<file path="src/pgsm_cfg.svh">
// register offsets, reset values and field positions of the power-good status and mask block
`ifndef PGSM_CFG_SVH
`define PGSM_CFG_SVH
`define PGSM_STATUS_ADDR 8'h01
`define PGSM_MASK_ADDR 8'h02
`define PGSM_MASK_RST 8'hc0
`define PGSM_MASK_WMASK 8'hfe
`define PGSM_STATUS_RST 8'h00
`define PGSM_UNMAPPED_DATA 8'hff
`define PGSM_BIT_PWRFAIL 7
`define PGSM_BIT_LOWBAT 6
`define PGSM_BIT_CORE 5
`define PGSM_BIT_SYS 4
`define PGSM_BIT_MEM 3
`define PGSM_BIT_LINB 2
`define PGSM_BIT_LINA 1
`endif

</file>
<file path="src/pgsm_pkg.sv">
// types shared by the power-good status and mask block
package pgsm_pkg;
    typedef logic [7:0] pgsm_byte_t;
    typedef logic [7:0] pgsm_addr_t;
endpackage : pgsm_pkg

</file>
<file path="src/pgsm_status_mask.sv">
// power-good status register, fault mask register and open-drain interrupt output
// Operation
// - status bit 7 is one while power-fail sense is below threshold
// - status bit 6 is one while low-battery sense is below threshold
// - status bit 5 flags core buck low; zero when in range or disabled
// - status bit 4 flags system buck low; zero when in range or disabled
// - status bit 3 flags memory buck low; zero when disabled or scaling
// - status bit 2 flags linear regulator b low; zero when fine or disabled
// - status bit 1 flags linear regulator a low; zero when fine or disabled
// - status register at 01h is read-only and resets to zero
// - mask at 02h resets bits 7,6 high, 5..1 low, bit 0 reads zero
// - a set mask bit keeps its status flag off the interrupt
// - interrupt pulls low while any unmasked status bit is one
// - reading status while interrupt is active releases the pin
// - unlisted register reads return ffh over the serial port
`include "pgsm_cfg.svh"
`timescale 1ns/100ps
`default_nettype none
module pgsm_status_mask (
    input wire logic ref_clk_i,
    input wire logic rst_b_i,
    input wire logic power_fail_sense_i,      // comparator: 1 = below 1 V
    input wire logic low_battery_sense_i,     // comparator: 1 = below 1 V
    input wire logic core_buck_low_i,
    input wire logic system_buck_low_i,
    input wire logic memory_buck_low_i,
    input wire logic linear_reg_b_low_i,
    input wire logic linear_reg_a_low_i,
    input wire logic core_buck_en_i,
    input wire logic system_buck_en_i,
    input wire logic memory_buck_en_i,
    input wire logic linear_reg_b_en_i,
    input wire logic linear_reg_a_en_i,
    input wire logic dynamic_voltage_scaling_i, // high during a scaled transition
    input wire logic reg_wr_i,                // one-cycle write strobe from serial engine
    input wire logic reg_rd_i,                // one-cycle read strobe from serial engine
    input wire pgsm_pkg::pgsm_addr_t reg_addr_i,
    input wire pgsm_pkg::pgsm_byte_t reg_wdata_i,
    output pgsm_pkg::pgsm_byte_t reg_rdata_o,
    output logic int_o,                       // open-drain data, always low
    output logic int_oe_b_o                   // low = pin pulled low
);
    import pgsm_pkg::*;

    // ----------------------------------------
    // synchronisers for the analog flags
    // ----------------------------------------
    localparam int NF = 12;

    // where each pin sits inside the synchroniser vector; keep in step with raw_w below
    localparam int IX_PF = 11;
    localparam int IX_LB = 10;
    localparam int IX_CORE_LO = 9;
    localparam int IX_SYS_LO = 8;
    localparam int IX_MEM_LO = 7;
    localparam int IX_LINB_LO = 6;
    localparam int IX_LINA_LO = 5;
    localparam int IX_CORE_EN = 4;
    localparam int IX_SYS_EN = 3;
    localparam int IX_MEM_EN = 2;
    localparam int IX_LINB_EN = 1;
    localparam int IX_LINA_EN = 0;

    logic [NF-1:0] raw_w;
    logic [NF-1:0] sync1_r;
    logic [NF-1:0] sync2_r;
    // pack the pins so that one generate loop can synchronise them all alike
    assign raw_w = {power_fail_sense_i, low_battery_sense_i, core_buck_low_i, system_buck_low_i,
                    memory_buck_low_i, linear_reg_b_low_i, linear_reg_a_low_i, core_buck_en_i,
                    system_buck_en_i, memory_buck_en_i, linear_reg_b_en_i, linear_reg_a_en_i};

    // comparators are asynchronous to the register clock, so two stages each;
    // only the second stage is read, the first may still be settling
    // enables are synchronised too, so a flag and its gate age by the same two edges
    genvar gi;
    generate
        for (gi = 0; gi < NF; gi++) begin : g_sync
            always_ff @(posedge ref_clk_i or negedge rst_b_i) begin
                if (!rst_b_i) begin
                    sync1_r[gi] <= 1'b0;
                    sync2_r[gi] <= 1'b0;
                end else begin
                    sync1_r[gi] <= raw_w[gi];
                    sync2_r[gi] <= sync1_r[gi];
                end
            end
        end
    endgenerate

    // scaling indicator comes from the converter side, so it gets its own two stages;
    // it only gates the memory rail flag and needs no exact alignment with it
    logic dvs_s1_r;
    logic dvs_s2_r;
    always_ff @(posedge ref_clk_i or negedge rst_b_i) begin
        if (!rst_b_i) begin
            dvs_s1_r <= 1'b0;
            dvs_s2_r <= 1'b0;
        end else begin
            dvs_s1_r <= dynamic_voltage_scaling_i;
            dvs_s2_r <= dvs_s1_r;
        end
    end

    // ----------------------------------------
    // status register
    // ----------------------------------------
    pgsm_byte_t status_r;
    pgsm_byte_t status_nxt;
    // next status: comparator flags pass straight, rail flags are gated by their enable
    // so that a switched-off rail never reports a fault; bit 0 stays at zero
    // the memory rail is also quiet while its voltage is being scaled on purpose
    always_comb begin
        status_nxt = `PGSM_STATUS_RST;
        status_nxt[`PGSM_BIT_PWRFAIL] = sync2_r[IX_PF];
        status_nxt[`PGSM_BIT_LOWBAT] = sync2_r[IX_LB];
        status_nxt[`PGSM_BIT_CORE] = sync2_r[IX_CORE_LO] & sync2_r[IX_CORE_EN];
        status_nxt[`PGSM_BIT_SYS] = sync2_r[IX_SYS_LO] & sync2_r[IX_SYS_EN];
        status_nxt[`PGSM_BIT_MEM] = sync2_r[IX_MEM_LO] & sync2_r[IX_MEM_EN] & ~dvs_s2_r;
        status_nxt[`PGSM_BIT_LINB] = sync2_r[IX_LINB_LO] & sync2_r[IX_LINB_EN];
        status_nxt[`PGSM_BIT_LINA] = sync2_r[IX_LINA_LO] & sync2_r[IX_LINA_EN];
    end

    // live flags; writes never reach this register
    always_ff @(posedge ref_clk_i or negedge rst_b_i) begin
        if (!rst_b_i) begin
            status_r <= `PGSM_STATUS_RST;
        end else begin
            status_r <= status_nxt;
        end
    end

    // ----------------------------------------
    // mask register
    // ----------------------------------------
    pgsm_byte_t mask_r;
    // host-written mask; bit 0 is forced to zero on every write so it always reads back 0
    // comparator bits start masked so a drooping battery does not pull the pin at power-up
    always_ff @(posedge ref_clk_i or negedge rst_b_i) begin
        if (!rst_b_i) begin
            mask_r <= `PGSM_MASK_RST;
        end else if (reg_wr_i && reg_addr_i == `PGSM_MASK_ADDR) begin
            mask_r <= reg_wdata_i & `PGSM_MASK_WMASK;
        end
    end

    // ----------------------------------------
    // interrupt
    // ----------------------------------------
    // the pin follows the unmasked flags, but a status read lets the host silence it
    // while the fault persists; only a flag that newly turns on pulls it low again,
    // and it also re-arms once every unmasked flag has cleared
    // trade-off: a flag that stays high is reported once, not repeatedly
    // limitation: a flag that drops and returns within one cycle counts as a new rise
    pgsm_byte_t active_w;
    pgsm_byte_t prev_active_r;
    logic status_read_w;
    logic rise_w;
    logic released_r;
    assign active_w = status_r & ~mask_r;
    assign status_read_w = reg_rd_i && reg_addr_i == `PGSM_STATUS_ADDR;
    assign rise_w = |(active_w & ~prev_active_r);

    // last cycle's active flags, for the rising-edge test; resets to the idle value
    // so no false rise appears after reset
    always_ff @(posedge ref_clk_i or negedge rst_b_i) begin
        if (!rst_b_i) begin
            prev_active_r <= 8'h00;
        end else begin
            prev_active_r <= active_w;
        end
    end

    // a new rising flag wins over a read in the same cycle so it is not lost;
    // the host then sees the pin stay low and reads again
    // clearing on no-active-flags makes the next fault assert without a rise test
    always_ff @(posedge ref_clk_i or negedge rst_b_i) begin
        if (!rst_b_i) begin
            released_r <= 1'b0;
        end else if (rise_w) begin
            released_r <= 1'b0;
        end else if (status_read_w && |active_w) begin
            released_r <= 1'b1;
        end else if (~|active_w) begin
            released_r <= 1'b0;
        end
    end

    // pin data is a constant low; only the enable moves
    // the read term releases the pin on the edge after the read, one cycle before
    // released_r alone would; registered so the pin never glitches
    logic int_oe_b_r;
    always_ff @(posedge ref_clk_i or negedge rst_b_i) begin
        if (!rst_b_i) begin
            int_oe_b_r <= 1'b1;
        end else begin
            int_oe_b_r <= ~((|active_w) & ~(released_r | (status_read_w & ~rise_w)));
        end
    end
    assign int_o = 1'b0;
    assign int_oe_b_o = int_oe_b_r;

    // ----------------------------------------
    // read data
    // ----------------------------------------
    // read data is captured on the read strobe and held until the next read,
    // so the serial engine may shift it out at its own pace
    // addresses outside this block answer all ones
    always_ff @(posedge ref_clk_i or negedge rst_b_i) begin
        if (!rst_b_i) begin
            reg_rdata_o <= `PGSM_UNMAPPED_DATA;
        end else if (reg_rd_i) begin
            case (reg_addr_i)
                `PGSM_STATUS_ADDR: reg_rdata_o <= status_r;
                `PGSM_MASK_ADDR: reg_rdata_o <= mask_r;
                default: reg_rdata_o <= `PGSM_UNMAPPED_DATA;
            endcase
        end
    end
endmodule : pgsm_status_mask
`default_nettype wire

</file>
<file path="config.mk">
export PLATFORM = sky130hd
export DESIGN_NAME = pgsm_status_mask
export DESIGN_NICKNAME = d
export VERILOG_FILES = /design/src/pgsm_pkg.sv /design/src/pgsm_status_mask.sv
export VERILOG_INCLUDE_DIRS = /design/src
export SDC_FILE = /design/constraint.sdc
export NUM_CORES = 1
export LEC_CHECK = 0
export BUFFER_PORTS_ARGS = -buffer_cell sky130_fd_sc_hd__buf_4
export CORE_MARGIN = 4
export CORE_UTILIZATION = 25
export CTS_CLUSTER_DIAMETER = 60
export DETAILED_ROUTE_END_ITERATION = 6
export MAX_ROUTING_LAYER = met4
export PLACE_DENSITY = 0.51
export SLEW_MARGIN = 0
export SYNTH_ARGS = -nofsm -noshare
export SYNTH_HDL_FRONTEND = slang
export SYNTH_SLANG_ARGS = --single-unit
</file>
<file path="constraint.sdc">
create_clock -name ref_clk_i -period 1.42 [get_ports ref_clk_i]
set_input_delay 0.284 -clock ref_clk_i [delete_from_list [all_inputs] [get_ports ref_clk_i]]
set_output_delay 0.284 -clock ref_clk_i [all_outputs]
set_load 0.05 [all_outputs]
</file>
After elaboration in Yosys (flattened, before gate mapping). Cells that the tools add are included. Widths: inputs -> output; s select.

Bits of input ports: 33. Output and inout bits: 10. Flip-flop bits (word level): 58. Word-level logic and storage cells: 61.

Equality and inequality tests: 3. Multiplexer cells: 4. Reductions and logical operators: 5. Bitwise logic cells: 17.

Operators with widths (count): $and 8x8->8 (2); $not 8->8 (2); $pmux 8 s2 (1); $reduce_or 8->1 (2); $and 1x1->1 (8); $eq 8x1->1 const B (1); $eq 8x2->1 const B (1); $not 1->1 (4); $logic_and 1x1->1 (3); $mux 1 (3); $ne 3x2->1 const B (1); $or 1x1->1 (1).

Longest topological paths before layout.
Depth after elaboration: 10. Mapped depth: 5. Gate-level depth less buffers: 4.

Worst setup path before layout. No wires, ideal clock.

Path kind: input to register. Start: input reg_addr_i[5]. End: register mask_r[1]. Stages: 4. Library setup time: 0.125 ns. Arrival: 1.681 ns. Path buffers: 0. Path slack: -0.386 ns. Required time: 1.295 ns. Cells stage by stage: or4_4 nor4_4 nand2_4 mux2_2.

Word-level cells in the longest chain between the ends: 2.

Ends and longest elaborated chain: start: declaration (line pgsm_status_mask.sv:37) `input wire pgsm_pkg::pgsm_addr_t reg_addr_i,`; $eq 8x2->1 (no line); $logic_and 1x1->1 (no line); end signal: assignment (line pgsm_status_mask.sv:140) `` mask_r <= `PGSM_MASK_RST; ``; end signal: assignment (line pgsm_status_mask.sv:142) `` mask_r <= reg_wdata_i & `PGSM_MASK_WMASK; ``; end: declaration (line pgsm_status_mask.sv:135) `pgsm_byte_t mask_r;`.

No other way between the ends. A chain may end at the register's enable or synchronous reset.

Worst setup path in the final report.
Start: input reg_addr_i[6]. End: register mask_r[3].

Same word-level chain as after synthesis.

==> flow_summary.toml <==
[critical_path]
cp.arrival_ns = 1.68
reg2reg_slack_ns = 0.05
reg2reg_to = "int_oe_b_o"
worst_setup_path_end_kind = "register"
crit_path_start_kind = "primary input"
reg2reg_from = "status_r[2]"
cp.required_ns = 1.64
ff2ff_path_depth = 5
crit_start = "reg_addr_i[6]"
worstPathMaxFanout = 7
crit_end = "mask_r[3]"
critPathKind = "in -> reg"

[routing]
first_pass_iters = 4
drcViolationCount = 0
vias_per_cell = 4.00
drtIter0Drc = 64
wl_um = 3390
drt-wirelength-per-cell_um = 11.7
postRouteAntennaNets = 0
vias = 1159

[grt]
top_usage_layer = "met2"
use_met1_pct = 10.3
grt_overflow = 0
grt_max_degree = 58
use_met2_pct = 12.0
grt_use_total_pct = 8.73
met3_usage_pct = 5.71
antenna_found_initial = 0
grt_pass1_wl_um = 5620
grt_pass1_vias = 1141

[final_layout]
diodes = 0
nNetsFinal = 220
final.fill_count = 744
seqCellArea_um2 = 1440
multiInputGateArea_um2 = 507
final_cells = 290
drive_above_1_share_pct = 50.8
area_growth_pct = 39.9

[logic_synthesis]
synth_edf_count = 0
synth_commonest_cells = "dfrtp_1 (46), dfstp_2 (11), nor2_1 (9)"
yosys.area.top_type = "dfrtp_1"
syn-num-nets = 160
synth_cells = 127
yosysWarnings = 0
async_reset_ff_share_pct = 100
postSynthAreaPerCell_um2 = 15.3
ys_ff_latch = 57
synthTopCellsByArea = "dfrtp_1 (59%), dfstp_2 (15%), mux2_2 (4.1%)"
synth_ff_type = "dfrtp_1"
ys_seq_area_share_pct = 74.3
yosysMostFrequentCell = "dfrtp_1"
syn_area_um2 = 1940
synthDistinctLibCells = 28
synth_top_area_share_pct = 59.4

[clock_tree]
cts_num_sinks = 57
numCtsBuffers = 9
insertion_delay_ns = 0.33
cts_tree = "built"
cts_max_level = 3
clk_path_buf_depth = 2
clkTransAtPathRegs_ns = 0.07
cts-root-buf = "clkbuf_8"

[die]
fp-row-count = 31
die-height_um = 96.0
die_w_um = 96.0
ios = 43
die-area_um2 = 9220
start_util_pct = 26.2
core_area_um2 = 7410

[hold_path]
hp-class = "in -> reg"

[timing]
min_period_ns = 1.46
layout_setup_ws_ns = -0.0404
rsz0062_at_grt = "yes"
slew_viol_final = 0
finClkSkew_ns = 0.00545
fin_crit_sh_pct = 103
finalHoldViolations = 0
setup_viol = 7
fmax_mhz = 685

[flow_run]
maxCapViolCount = 0

[power]
leakagePower_nw = 1.22
irDropWorstVdd_mv = 0.652
power_density_nw_per_um2 = 1250
total_power_mw = 3.40

[status]
violations = "negative setup slack"
status = "complete, but fails checks"

[placement]
port-buffer-count = 40
gp_congestion = 0.749
dp_hpwl_um = 2400
place_inst = 274
## state kept, by name, summed over array words and instances, names as in the netlist
| name | flops |
|---|---|
| int_oe_b_o | 1 |
| prev_active_r | 7 |
| dvs_s2_r | 1 |
| released_r | 1 |
| sync1_r | 12 |
| dvs_s1_r | 1 |
| status_nxt | 2 |
| reg_rdata_o | 8 |
| sync2_r | 10 |
| status_r | 7 |
| mask_r | 7 |
## power by group
part | total (mW) | switching (mW) | internal (mW)
sequential | 1.73 | 0.0267 | 1.70
clock | 1.45 | 0.606 | 0.843
combinational | 0.221 | 0.106 | 0.115
total | 3.40 | 0.739 | 2.66
## layout by cell type (no fill, tap or decap), drive strengths merged
cell         Yosys  layout
nor4b            1       1
nor2             9       9
dfrtp           46      46
clkinvlp         0       1
nand2b           2       2
conb             1       1
or2              1       1
bufinv           0       1
a21oi            1       1
nor2b            6       6
dfstp           11      11
mux2             7       7
clkbuf           1      10
a22oi            8       8
clkinv           0       3
nand2            2       2
and2             4       4
mux2i            1       1
dlygate4sd3      0       1
a311o            1       1
buf              3      52
or4              1       1
a31oi            7       7
o311a            1       1
nor3b            4       4
a2111oi          1       1
nor4             3       3
inv              5       5
## metal layers
| metal | vias up | wire, um |
|---|---|---|
| li1 | 560 | - |
| met1 | 553 | 1600 |
| met2 | 43 | 1460 |
| met3 | 3 | 311 |
| met4 | 0 | 29 |
| met5 | - | 0 |
## worst min path at each step
| stage | from | endpoint | slack [ns] | cells after the start |
|---|---|---|---|---|
| after CTS | linear_reg_a_en_i | sync1_r[0] | 0.04 | 1 |
| after global placement | rst_b_i | sync1_r[5] | 0.29 | 2 |
| after detailed placement | rst_b_i | sync1_r[5] | 0.29 | 2 |
| after floorplan | rst_b_i | dvs_s1_r | -0.01 | 0 |
| final | linear_reg_a_en_i | sync1_r[0] | 0.05 | 1 |
| after global routing | linear_reg_a_en_i | sync1_r[0] | 0.02 | 1 |
## timing repair
action,CTS,global route
pin swaps,9,6
endpoints found under the setup margin,14,17
hold buffers,1,0
buffers inserted,0,0
gates resized for setup,9,5
endpoints found under the hold margin,46,0
gates cloned,0,0
## through the flow
stage	hold slack [ns]	instance area, um2	setup TNS [ns]	utilization, %	setup slack, ns
after global placement	0.291	2440	-6.34	33.0	-0.419
after floorplan	-0.0116	1940	-5.83	-	-0.386
final	0.0537	2710	-0.225	36.6	-0.0404
after detailed placement	0.293	2440	-6.39	33.0	-0.420
after CTS	0.0363	2690	-0.159	36.3	-0.0290
after global routing	0.0216	2710	-0.662	36.6	-0.0636
## kinds of logic after synthesis
family | Yosys count | synth area share [%]
and+or+nand+nor | 33 | 11.8
AOI/OAI and AO/OA | 19 | 7.10
DFF | 57 | 74.3
buffers and inverters | 9 | 2.00
other | 1 | 0.193
muxes | 8 | 4.58
## final cells by class
class / count / area share, %
clock inverters: 5 / 2.08
flip-flops and latches: 57 / 53.1
multi-input cells: 61 / 18.7
inverters: 5 / 0.692
clock buffers: 10 / 5.08
repair buffers: 53 / 15.8
well taps: 99 / 4.57
## worst max-delay path, cell delays in order
cell	delay (ns)
buf_6	0.09
or4_4	0.56
nor4_4	0.24
buf_6	0.17
nand2_8	0.07
mux2_2	0.27
Note: power is estimated with default switching activity, not from simulation.
